File: config.mk
export PLATFORM = sky130hd
export DESIGN_NAME = postr_top
export DESIGN_NICKNAME = d
export VERILOG_FILES = /design/src/hw/postr_pkg.sv /design/src/hw/postr_march.sv /design/src/hw/postr_top.sv
export SDC_FILE = /design/constraint.sdc
export NUM_CORES = 1
export LEC_CHECK = 0
export ABC_AREA = 1
export ABC_CLOCK_PERIOD_IN_PS = 2500
export BUFFER_PORTS_ARGS = -buffer_cell sky130_fd_sc_hd__buf_4
export CELL_PAD_IN_SITES_DETAIL_PLACEMENT = 1
export CELL_PAD_IN_SITES_GLOBAL_PLACEMENT = 2
export CORE_MARGIN = 2
export CORE_UTILIZATION = 34
export CTS_CLUSTER_SIZE = 10
export DETAILED_ROUTE_END_ITERATION = 8
export PLACE_DENSITY_LB_ADDON = 0.1
export REMOVE_ABC_BUFFERS = 1
export SLEW_MARGIN = 40
export SYNTH_ARGS = -nofsm -noshare
export SYNTH_HDL_FRONTEND = slang
export SYNTH_SLANG_ARGS = --single-unit
File: constraint.sdc
create_clock -name MCLK -period 2.5 [get_ports MCLK]
set_input_delay 0.5 -clock MCLK [delete_from_list [all_inputs] [get_ports MCLK]]
set_output_delay 0.5 -clock MCLK [all_outputs]
set_load 0.01 [all_outputs]
File: src/hw/postr_pkg.sv
// shared constants and types of the power-on self-test reporter
package postr_pkg;
  // clock and documented times
  localparam longint unsigned CLK_HZ = 64'd250000000;
  localparam longint unsigned LAMP_OFF_S = 64'd13;
  localparam longint unsigned PATTERN_END_S = 64'd4;
  localparam longint unsigned HOLD_MS = 64'd1000;
  localparam longint unsigned BLINK_MS = 64'd250;
  localparam longint unsigned SETTLE_CYC = 64'd3;
  // derived cycle counts (defaults of the top parameters)
  localparam longint unsigned LAMP_OFF_CYC_D = LAMP_OFF_S * CLK_HZ;
  localparam longint unsigned PAT_STEP_CYC_D = (PATTERN_END_S * CLK_HZ) / 64'd4;
  localparam longint unsigned HOLD_CYC_D = (HOLD_MS * CLK_HZ) / 64'd1000;
  localparam longint unsigned BLINK_CYC_D = (BLINK_MS * CLK_HZ) / 64'd1000;
  // front panel key positions on the key vector
  localparam int KEY_W = 24;
  localparam int KEY_WHITE_N = 16;
  localparam int KEY_BLACK_X = 16;
  localparam int KEY_BLACK_1 = 17;
  localparam int KEY_BLACK_0 = 18;
  localparam int KEY_CE = 19;
  // memory geometry
  localparam int RAM_AW = 15;
  localparam int RAM_DW = 8;
  localparam int RAM_DEV_AW = 11;
  localparam int ROM_AW = 15;
  localparam logic [ROM_AW-1:0] ROM_LAST = 15'h5fff;
  localparam int ROM_DEV_AW = 11;
  localparam int REC_AW = 10;
  localparam int REC_DW = 16;
  // display modes
  localparam logic [2:0] DISP_BRIGHT = 3'h1;
  localparam logic [2:0] DISP_BLANK = 3'h2;
  localparam logic [2:0] DISP_LINES = 3'h3;
  localparam logic [2:0] DISP_SHIFTED = 3'h4;
  localparam logic [2:0] DISP_STATUS = 3'h5;
  // status messages
  localparam logic [1:0] MSG_NONE = 2'h0;
  localparam logic [1:0] MSG_COMPLETE = 2'h1;
  localparam logic [1:0] MSG_ERROR = 2'h2;
  // sequencer states and failure kinds
  typedef enum {ST_KEYS, ST_KEY_STUCK, ST_RAM, ST_ROM, ST_REC, ST_WAIT_PASS,
    ST_PASS, ST_FAIL, ST_BYPASS} postr_state_t;
  typedef enum {FK_NONE, FK_RAM, FK_ROM, FK_REC} postr_fail_t;
endpackage

File: src/hw/postr_march.sv
// write and read-back walker that exercises every bit of one memory
`timescale 1ns/1ns
`default_nettype none
module postr_march #(
  parameter int AW = 10,
  parameter int DW = 16
) (
  input wire logic clk,
  input wire logic rst_n,
  input wire logic start,
  output logic [AW-1:0] mem_addr,
  output logic [DW-1:0] mem_wdata,
  output logic mem_we,
  output logic mem_re,
  input wire logic [DW-1:0] mem_rdata,
  output logic done,
  output logic fail,
  output logic [AW-1:0] fail_addr
);
  typedef enum {MW_IDLE, MW_WR, MW_RD, MW_WAIT, MW_CMP, MW_END} postr_mw_t;
  localparam logic [DW-1:0] CHK = {(DW/2){2'b10}};
  postr_mw_t state_ff, nxt_state;
  logic [AW-1:0] idx_ff, nxt_idx, addr_ff, nxt_addr, faddr_ff, nxt_faddr;
  logic [DW-1:0] wdata_ff, nxt_wdata, pat;
  logic we_ff, nxt_we, re_ff, nxt_re, pass_ff, nxt_pass;
  logic done_ff, nxt_done, fail_ff, nxt_fail;

  // checkerboard first, its inverse second, so each bit holds both values
  assign pat = pass_ff ? ~CHK : CHK;

  // walk: write all, read all (data valid one cycle after the read strobe)
  always_comb
  begin
    nxt_state = state_ff;
    nxt_idx = idx_ff;
    nxt_addr = addr_ff;
    nxt_wdata = wdata_ff;
    nxt_we = 1'b0;
    nxt_re = 1'b0;
    nxt_pass = pass_ff;
    nxt_done = done_ff;
    nxt_fail = fail_ff;
    nxt_faddr = faddr_ff;
    case (state_ff)
      MW_IDLE:
      begin
        if (start)
        begin
          nxt_state = MW_WR;
          nxt_idx = '0;
          nxt_pass = 1'b0;
        end
      end
      MW_WR:
      begin
        nxt_addr = idx_ff;
        nxt_wdata = pat;
        nxt_we = 1'b1;
        nxt_idx = idx_ff + 1'b1;
        if (idx_ff == '1)
          nxt_state = MW_RD;
      end
      MW_RD:
      begin
        nxt_addr = idx_ff;
        nxt_re = 1'b1;
        nxt_state = MW_WAIT;
      end
      MW_WAIT: nxt_state = MW_CMP;
      MW_CMP:
      begin
        nxt_idx = idx_ff + 1'b1;
        if (mem_rdata != pat)
        begin
          nxt_fail = 1'b1; // mismatch ends the walk
          nxt_faddr = addr_ff;
          nxt_done = 1'b1;
          nxt_state = MW_END;
        end
        else if (idx_ff != '1)
          nxt_state = MW_RD;
        else if (pass_ff)
        begin
          nxt_done = 1'b1;
          nxt_state = MW_END;
        end
        else
        begin
          nxt_pass = 1'b1;
          nxt_state = MW_WR;
        end
      end
      MW_END: nxt_state = MW_END;
      default: nxt_state = MW_IDLE;
    endcase
  end

  // walker registers
  always_ff @(posedge clk)
  begin
    if (!rst_n)
    begin
      state_ff <= MW_IDLE;
      idx_ff <= '0;
      addr_ff <= '0;
      wdata_ff <= '0;
      we_ff <= 1'b0;
      re_ff <= 1'b0;
      pass_ff <= 1'b0;
      done_ff <= 1'b0;
      fail_ff <= 1'b0;
      faddr_ff <= '0;
    end
    else
    begin
      state_ff <= nxt_state;
      idx_ff <= nxt_idx;
      addr_ff <= nxt_addr;
      wdata_ff <= nxt_wdata;
      we_ff <= nxt_we;
      re_ff <= nxt_re;
      pass_ff <= nxt_pass;
      done_ff <= nxt_done;
      fail_ff <= nxt_fail;
      faddr_ff <= nxt_faddr;
    end
  end

  assign mem_addr = addr_ff;
  assign mem_wdata = wdata_ff;
  assign mem_we = we_ff;
  assign mem_re = re_ff;
  assign done = done_ff;
  assign fail = fail_ff;
  assign fail_addr = faddr_ff;
endmodule // postr_march
`default_nettype wire

File: src/hw/postr_top.sv
// power-on self-test sequencer with error lamp and key interrogation
`timescale 1ns/1ns
`default_nettype none
module postr_top
  import postr_pkg::*;
#(
  parameter logic [31:0] LAMP_OFF_CYC = 32'(LAMP_OFF_CYC_D),
  parameter logic [31:0] PAT_STEP_CYC = 32'(PAT_STEP_CYC_D),
  parameter logic [31:0] HOLD_CYC = 32'(HOLD_CYC_D),
  parameter logic [31:0] BLINK_CYC = 32'(BLINK_CYC_D)
) (
  input wire logic MCLK,
  input wire logic RST_N,
  input wire logic [KEY_W-1:0] KEY_IN,
  output logic [RAM_AW-1:0] RAM_ADDR,
  output logic [RAM_DW-1:0] RAM_WDATA,
  output logic RAM_WE,
  output logic RAM_RE,
  input wire logic [RAM_DW-1:0] RAM_RDATA,
  output logic [ROM_AW-1:0] ROM_ADDR,
  output logic ROM_RE,
  input wire logic [7:0] ROM_RDATA,
  output logic [REC_AW-1:0] REC_ADDR,
  output logic [REC_DW-1:0] REC_WDATA,
  output logic REC_WE,
  output logic REC_RE,
  input wire logic [REC_DW-1:0] REC_RDATA,
  output logic ERR_LAMP,
  output logic [2:0] DISP_MODE,
  output logic [1:0] STATUS_MSG
);
  postr_state_t state_ff, nxt_state;
  postr_fail_t fkind_ff, nxt_fkind;
  logic [KEY_W-1:0] key_meta_ff, key_sync_ff, key_prev_ff;
  logic [31:0] elapsed_ff, nxt_elapsed, hold_ff, nxt_hold, blink_ff, nxt_blink;
  logic blink_ph_ff, nxt_blink_ph, lamp_ff, nxt_lamp;
  logic [2:0] disp_ff, nxt_disp;
  logic [1:0] msg_ff, nxt_msg;
  logic [3:0] fdev_ff, nxt_fdev;
  logic [ROM_AW-1:0] rom_idx_ff, nxt_rom_idx, rom_addr_ff, nxt_rom_addr;
  logic [1:0] rom_step_ff, nxt_rom_step;
  logic [7:0] rom_par_ff, nxt_rom_par;
  logic rom_re_ff, nxt_rom_re;
  logic ram_done, ram_fail, rec_done, rec_fail, any_key, one_key, held_long;
  logic [RAM_AW-1:0] ram_faddr;
  logic [REC_AW-1:0] rec_faddr;
  logic [KEY_W-1:0] key_minus1;
  logic dev_fault, rom_last_byte;

  // processor RAM walker
  postr_march #(.AW(RAM_AW), .DW(RAM_DW)) u_ram (
    .clk(MCLK),
    .rst_n(RST_N),
    .start(state_ff == ST_RAM),
    .mem_addr(RAM_ADDR),
    .mem_wdata(RAM_WDATA),
    .mem_we(RAM_WE),
    .mem_re(RAM_RE),
    .mem_rdata(RAM_RDATA),
    .done(ram_done),
    .fail(ram_fail),
    .fail_addr(ram_faddr)
  );

  // record memory walker
  postr_march #(.AW(REC_AW), .DW(REC_DW)) u_rec (
    .clk(MCLK),
    .rst_n(RST_N),
    .start(state_ff == ST_REC),
    .mem_addr(REC_ADDR),
    .mem_wdata(REC_WDATA),
    .mem_we(REC_WE),
    .mem_re(REC_RE),
    .mem_rdata(REC_RDATA),
    .done(rec_done),
    .fail(rec_fail),
    .fail_addr(rec_faddr)
  );

  // key pins pass two flip-flops; the previous sample tracks key changes
  always_ff @(posedge MCLK)
  begin
    if (!RST_N)
    begin
      key_meta_ff <= '0;
      key_sync_ff <= '0;
      key_prev_ff <= '0;
    end
    else
    begin
      key_meta_ff <= KEY_IN;
      key_sync_ff <= key_meta_ff;
      key_prev_ff <= key_sync_ff;
    end
  end

  // key decode: any pressed, exactly one pressed, held unchanged long enough
  assign key_minus1 = key_sync_ff - 1'b1;
  assign any_key = |key_sync_ff;
  assign one_key = any_key && ((key_sync_ff & key_minus1) == '0);
  assign held_long = hold_ff >= HOLD_CYC;
  assign rom_last_byte = rom_idx_ff[ROM_DEV_AW-1:0] == '1;

  // interrogation: the pressed key points at the failure (no memory of it)
  always_comb
  begin
    dev_fault = 1'b0;
    if (one_key && (fkind_ff == FK_RAM || fkind_ff == FK_ROM))
    begin
      if (key_sync_ff[KEY_BLACK_X] && held_long)
        dev_fault = 1'b1;
      if (key_sync_ff[KEY_BLACK_1] && fkind_ff == FK_ROM)
        dev_fault = 1'b1;
      if (key_sync_ff[KEY_BLACK_0] && fkind_ff == FK_RAM)
        dev_fault = 1'b1;
      if (key_sync_ff[fdev_ff])
        dev_fault = 1'b1;
    end
  end

  // timers: elapsed since power-on, key hold, lamp blink phase
  always_comb
  begin
    nxt_elapsed = (elapsed_ff == '1) ? elapsed_ff : elapsed_ff + 32'h1;
    nxt_hold = (key_sync_ff != key_prev_ff || !any_key) ? 32'h0 :
      ((hold_ff == '1) ? hold_ff : hold_ff + 32'h1);
    nxt_blink = blink_ff + 32'h1;
    nxt_blink_ph = blink_ph_ff;
    if (blink_ff >= BLINK_CYC - 32'h1)
    begin
      nxt_blink = 32'h0;
      nxt_blink_ph = ~blink_ph_ff;
    end
  end

  // timer registers
  always_ff @(posedge MCLK)
  begin
    if (!RST_N)
    begin
      elapsed_ff <= '0;
      hold_ff <= '0;
      blink_ff <= '0;
      blink_ph_ff <= 1'b0;
    end
    else
    begin
      elapsed_ff <= nxt_elapsed;
      hold_ff <= nxt_hold;
      blink_ff <= nxt_blink;
      blink_ph_ff <= nxt_blink_ph;
    end
  end

  // check sequencer with the ROM parity fold inline
  always_comb
  begin
    nxt_state = state_ff;
    nxt_fkind = fkind_ff;
    nxt_fdev = fdev_ff;
    nxt_rom_idx = rom_idx_ff;
    nxt_rom_addr = rom_addr_ff;
    nxt_rom_step = rom_step_ff;
    nxt_rom_par = rom_par_ff;
    nxt_rom_re = 1'b0;
    case (state_ff)
      ST_KEYS:
      begin
        if (elapsed_ff >= 32'(SETTLE_CYC))
          nxt_state = any_key ? ST_KEY_STUCK : ST_RAM;
      end
      ST_KEY_STUCK:
      begin
        if (!any_key)
          nxt_state = ST_RAM;
      end
      ST_RAM:
      begin
        if (ram_done && ram_fail)
        begin
          nxt_state = ST_FAIL;
          nxt_fkind = FK_RAM;
          nxt_fdev = ram_faddr[RAM_AW-1:RAM_DEV_AW];
        end
        else if (ram_done)
          nxt_state = ST_ROM;
      end
      ST_ROM:
      begin
        case (rom_step_ff)
          2'h0:
          begin
            nxt_rom_addr = rom_idx_ff;
            nxt_rom_re = 1'b1;
            nxt_rom_step = 2'h1;
          end
          2'h1: nxt_rom_step = 2'h2;
          default:
          begin
            nxt_rom_step = 2'h0;
            nxt_rom_idx = rom_idx_ff + 1'b1;
            nxt_rom_par = rom_last_byte ? 8'h00 : (rom_par_ff ^ ROM_RDATA);
            if (rom_last_byte && ROM_RDATA != rom_par_ff)
            begin
              nxt_state = ST_FAIL;
              nxt_fkind = FK_ROM;
              nxt_fdev = rom_idx_ff[ROM_AW-1:ROM_DEV_AW];
            end
            else if (rom_idx_ff == ROM_LAST)
              nxt_state = ST_REC;
          end
        endcase
      end
      ST_REC:
      begin
        if (rec_done)
        begin
          nxt_state = rec_fail ? ST_FAIL : ST_WAIT_PASS;
          nxt_fkind = rec_fail ? FK_REC : FK_NONE;
        end
      end
      ST_WAIT_PASS:
      begin
        if (elapsed_ff >= LAMP_OFF_CYC)
          nxt_state = ST_PASS;
      end
      ST_FAIL:
      begin
        if (one_key && key_sync_ff[KEY_CE] && held_long)
          nxt_state = ST_BYPASS;
      end
      ST_PASS: nxt_state = ST_PASS;
      ST_BYPASS: nxt_state = ST_BYPASS;
      default: nxt_state = ST_KEYS;
    endcase
  end

  // lamp, display and message follow the sequencer
  always_comb
  begin
    nxt_lamp = 1'b1;
    nxt_msg = MSG_NONE;
    if (elapsed_ff < PAT_STEP_CYC)
      nxt_disp = DISP_BRIGHT;
    else if (elapsed_ff < 32'(2) * PAT_STEP_CYC)
      nxt_disp = DISP_BLANK;
    else if (elapsed_ff < 32'(3) * PAT_STEP_CYC)
      nxt_disp = DISP_LINES;
    else
      nxt_disp = DISP_SHIFTED;
    case (state_ff)
      ST_KEY_STUCK: nxt_lamp = blink_ph_ff;
      ST_FAIL: nxt_lamp = dev_fault ? 1'b0 : blink_ph_ff;
      ST_PASS:
      begin
        nxt_lamp = 1'b0;
        nxt_disp = DISP_STATUS;
        nxt_msg = MSG_COMPLETE;
      end
      ST_BYPASS:
      begin
        nxt_lamp = 1'b0;
        nxt_disp = DISP_STATUS;
        nxt_msg = MSG_ERROR;
      end
      default: nxt_lamp = 1'b1;
    endcase
  end

  // sequencer and indicator registers
  always_ff @(posedge MCLK)
  begin
    if (!RST_N)
    begin
      state_ff <= ST_KEYS;
      fkind_ff <= FK_NONE;
      fdev_ff <= '0;
      rom_idx_ff <= '0;
      rom_addr_ff <= '0;
      rom_step_ff <= '0;
      rom_par_ff <= '0;
      rom_re_ff <= 1'b0;
      lamp_ff <= 1'b1;
      disp_ff <= DISP_BRIGHT;
      msg_ff <= MSG_NONE;
    end
    else
    begin
      state_ff <= nxt_state;
      fkind_ff <= nxt_fkind;
      fdev_ff <= nxt_fdev;
      rom_idx_ff <= nxt_rom_idx;
      rom_addr_ff <= nxt_rom_addr;
      rom_step_ff <= nxt_rom_step;
      rom_par_ff <= nxt_rom_par;
      rom_re_ff <= nxt_rom_re;
      lamp_ff <= nxt_lamp;
      disp_ff <= nxt_disp;
      msg_ff <= nxt_msg;
    end
  end

  assign ROM_ADDR = rom_addr_ff;
  assign ROM_RE = rom_re_ff;
  assign ERR_LAMP = lamp_ff;
  assign DISP_MODE = disp_ff;
  assign STATUS_MSG = msg_ff;
endmodule // postr_top
`default_nettype wire

==> results_dict.tcl <==
set metrics [dict create \
    outcome "finished, final reports clean" \
    cts_sinks 300 \
    holdBufCountCts 0 \
    crit_buf_inv 0 \
    hpwl_microns 31900 \
    rows 76 \
    gr-total-overflow 0 \
    path_max_fanout 8 \
    r2r_start "rom_idx_ff[1]$_SDFFE_PN0P_" \
    antenna_found_initial 0 \
    fill_cells 5400 \
    core_sq_um 42900 \
    ant_nets 0 \
    synthesis.area_sq_um 14700 \
    avgRoutedWirePerCell_microns 15.3 \
    die_h_microns 212 \
    cts_setup_buffers 0 \
    clk_pin_slew_ps 60 \
    ys_types 68 \
    powerDensity_nw_per_um2 764 \
    h-tree-depth 2 \
    async_reset_ff_share_pct 0 \
    cts_made_buffers 38 \
    final_net_count 2274 \
    die_x_microns 212 \
    r2r_cells 12 \
    start_util_pct 34.3 \
    vias 13500 \
    r2r_end "state_ff[1]$_SDFFE_PN0P_" \
    postRouteWirelength_microns 43100 \
    yosysWarningCount 0 \
    syn_to_final_growth_pct 18.0 \
    maxCapViolations 0 \
    cts_resized 0 \
    power_frac_clock_pct 38.9 \
    slew_headroom_pct 50.0 \
    syn-mean-instance-area_sq_um 7.07 \
    worstSetupEndpointType "register" \
    antennaDiodeCount 0 \
    tns_ps 0 \
    synth_edf_count 0 \
    dp_cells 2751 \
    clk_latency_ps 570 \
    cp_data_required_time_ps 2950 \
    first_pass_iters 5 \
    grt_start_max_net_pins 137 \
    reg2reg_slack_ps 400 \
    root_buffer "clkbuf_16" \
    leakage_uw 0.00752 \
    pwr-share-comb_pct 19.9 \
    grt_pass1_vias 13800 \
    drive_gt1_share_pct 14.5 \
    fin_crit_sh_pct 83.8 \
    finClkSkew_ps 27.7 \
    grt_pass1_wl_microns 70800 \
    swShare_pct 30.6 \
    clk_path_buf_depth 3 \
    critPathLaunchType "register" \
    ys.flop_type "dfxtp_1" \
    cp.arrival_ps 2540 \
    path_cells "ha_1, nand3_1, nor2_4, nand3_2, nor2_2, nand4_1, nand3_1, nand3_1, nor2_4, nand2_4, nor2_1, nor2_1" \
    p_seq_share_pct 41.3 \
    hold_viol_final 0 \
    drtIter0Drc 467 \
    grt_setup_unrepaired "no" \
    post-route-min-period_ps 2100 \
    ir_drop_v 0.000401 \
    worstHoldStart "KEY_IN[20]" \
    yosysSeqAreaShare_pct 40.8 \
    viasPerCell 4.80 \
    fmax_mhz 477 \
    endpoint "state_ff[1]$_SDFFE_PN0P_" \
    intPower_uw 9200 \
    remaining_drc_errors 0 \
    cts_tree "done" \
    crit_top_cell "nand3_1" \
    io_buffers 132 \
    criticalPathCategory "register to register" \
    setup_viol 0 \
    critPathMaxStageDelay_ps 370 \
    worst_path_max_delay_cell "dfxtp_1" \
    worst_slew_pin_slew_ps 740 \
    ys_seq_elements 300 \
    hold_path_class "primary input to register" \
    syn_inst 2081 \
    crit_start "rom_idx_ff[1]$_SDFFE_PN0P_" \
    whs_ps 132 \
    min_path_cells 3 \
    place.gp.congestion 0.868 \
    critPathTopFamily "simple AND/OR/NAND/NOR gates" \
    fin_cells 2808 \
    cp_num_cells 12 \
    die_area_sq_um 44900 \
    top_level_ports 133 \
    slew_violations 0 \
    p_switching_uw 4060 \
    grt_usage_pct 19.5 \
]
power by group through the flow:
| stage | clock, uW | sequential [uW] | combinational, uW |
|---|---|---|---|
| final | 5150 | 5470 | 2640 |
| after global routing | 5550 | 5530 | 2990 |
| after CTS | 5360 | 5480 | 2690 |
| after detailed placement | 0 | 5570 | 2680 |
| after global placement | 0 | 5560 | 2640 |
| after floorplan | 0 | 5650 | 1380 |
synthesized netlist by cell type (10+ instances only):
library cell	n	share of area (%)
a21oi_1	128	4.4
nor2_4	13	1.0
buf_4	20	1.0
nor3_1	72	2.5
nor4_1	20	0.85
nand3_1	92	3.1
nand2_1	392	10
nor3_2	11	0.75
xor2_1	41	2.4
nand4_1	38	1.6
nor2_2	20	0.85
clkbuf_1	33	0.84
a211oi_1	10	0.51
nor2_1	255	6.5
inv_2	21	0.54
ha_1	10	0.85
dfxtp_1	300	41
xnor2_1	20	1.2
nand2_2	14	0.60
a31oi_1	11	0.47
o21ai_0	115	3.9
inv_1	321	8.2
tightest hold or removal path, delay by kind of cell:
| family | cells | cell delay, ps |
|---|---|---|
| buffers and inverters | 2 | 130 |
| AND/OR/NAND/NOR | 1 | 40 |
how the worst min path moves through the flow:
stage	endpoint	slack, ps
2_1_floorplan	key_sync_ff[0]$_SDFF_PN0_	390
3_3_place_gp	key_sync_ff[12]$_SDFF_PN0_	400
3_5_place_dp	key_sync_ff[13]$_SDFF_PN0_	400
4_1_cts	key_meta_ff[10]$_SDFF_PN0_	100
5_1_grt	key_meta_ff[1]$_SDFF_PN0_	120
6_report	key_meta_ff[20]$_SDFF_PN0_	130
logic make-up after synthesis:
kind of cell    share of synthesized area, %
other cells                           0.0255
compound gates                          11.9
buf+inv                                 11.7
fa+ha+maj                              0.851
flops                                   40.8
simple gates                            31.1
xor+xnor                                3.63
cell usage in the layout, fill, tap and decap left out, types with 3 or more instances in the layout:
cell         n
o22ai_1      7
clkbuf_16   38
a21oi_1    128
nand2_4      4
inv_2       21
xnor2_1     20
nand2_2     14
o211ai_1     4
nor3_2      11
o21ai_0    115
xor2_1      41
a31oi_1     11
nor4_1      20
nor3_1      72
clkbuf_8     5
clkinv_2     4
o21ai_1      7
nor2_4      13
nand3b_1     7
nor2_2      21
ha_1        10
a211oi_1    10
inv_1      321
nor3b_1      4
or2_2        4
nand3_1     92
nand3_2      8
nor2_1     254
dfxtp_1    300
clkbuf_1     7
o21a_1       6
nand2_1    392
a221oi_1     4
nand4_1     38
conb_1       6
nor3b_2      4
o311ai_0     3
buf_4      151
routing by layer:
layer	share of wire [%]	GRT usage [%]	vias up
li1	-	-	6871
met1	48	25.0	6358
met2	47	33.4	173
met3	3.7	3.78	63
met4	1.9	5.15	0
met5	0	0	-
sequential cells by signal, indices dropped and copies added, names as in the netlist, 3 cells and up:
signal,count
DISP_MODE,3
key_meta_ff,24
u_rec.idx_ff,10
u_ram.state_ff,3
rom_idx_ff,15
elapsed_ff,32
blink_ff,32
u_ram.fail_addr,4
hold_ff,32
key_prev_ff,24
u_rec.state_ff,3
state_ff,4
u_ram.idx_ff,15
u_rec.mem_addr,10
u_ram.mem_addr,15
rom_par_ff,8
ROM_ADDR,15
key_sync_ff,24
fdev_ff,4
cell type report:
| cell class | count | area [sq um] | area share [%] |
|---|---|---|---|
| clock buffer | 50 | 1050 | 6.03 |
| inverter | 348 | 1320 | 7.60 |
| sequential | 300 | 6010 | 34.6 |
| multi-input combinational | 1365 | 7000 | 40.3 |
| timing repair buffer | 153 | 1170 | 6.76 |
| tap | 585 | 732 | 4.22 |
| clock inverter | 7 | 78.8 | 0.454 |
stage by stage:
step | worst slack [ps] | util [%] | total power (uW) | cell area (sq um)
6_report | 405 | 40.5 | 13300 | 17400
5_1_grt | 130 | 40.5 | 14100 | 17400
4_1_cts | 358 | 40.5 | 13500 | 17400
3_5_place_dp | 384 | 37.9 | 8250 | 16200
3_3_place_gp | 402 | 37.8 | 8200 | 16200
2_1_floorplan | 585 | - | 7030 | 14300
Note: power is estimated with default switching activity, not from simulation.
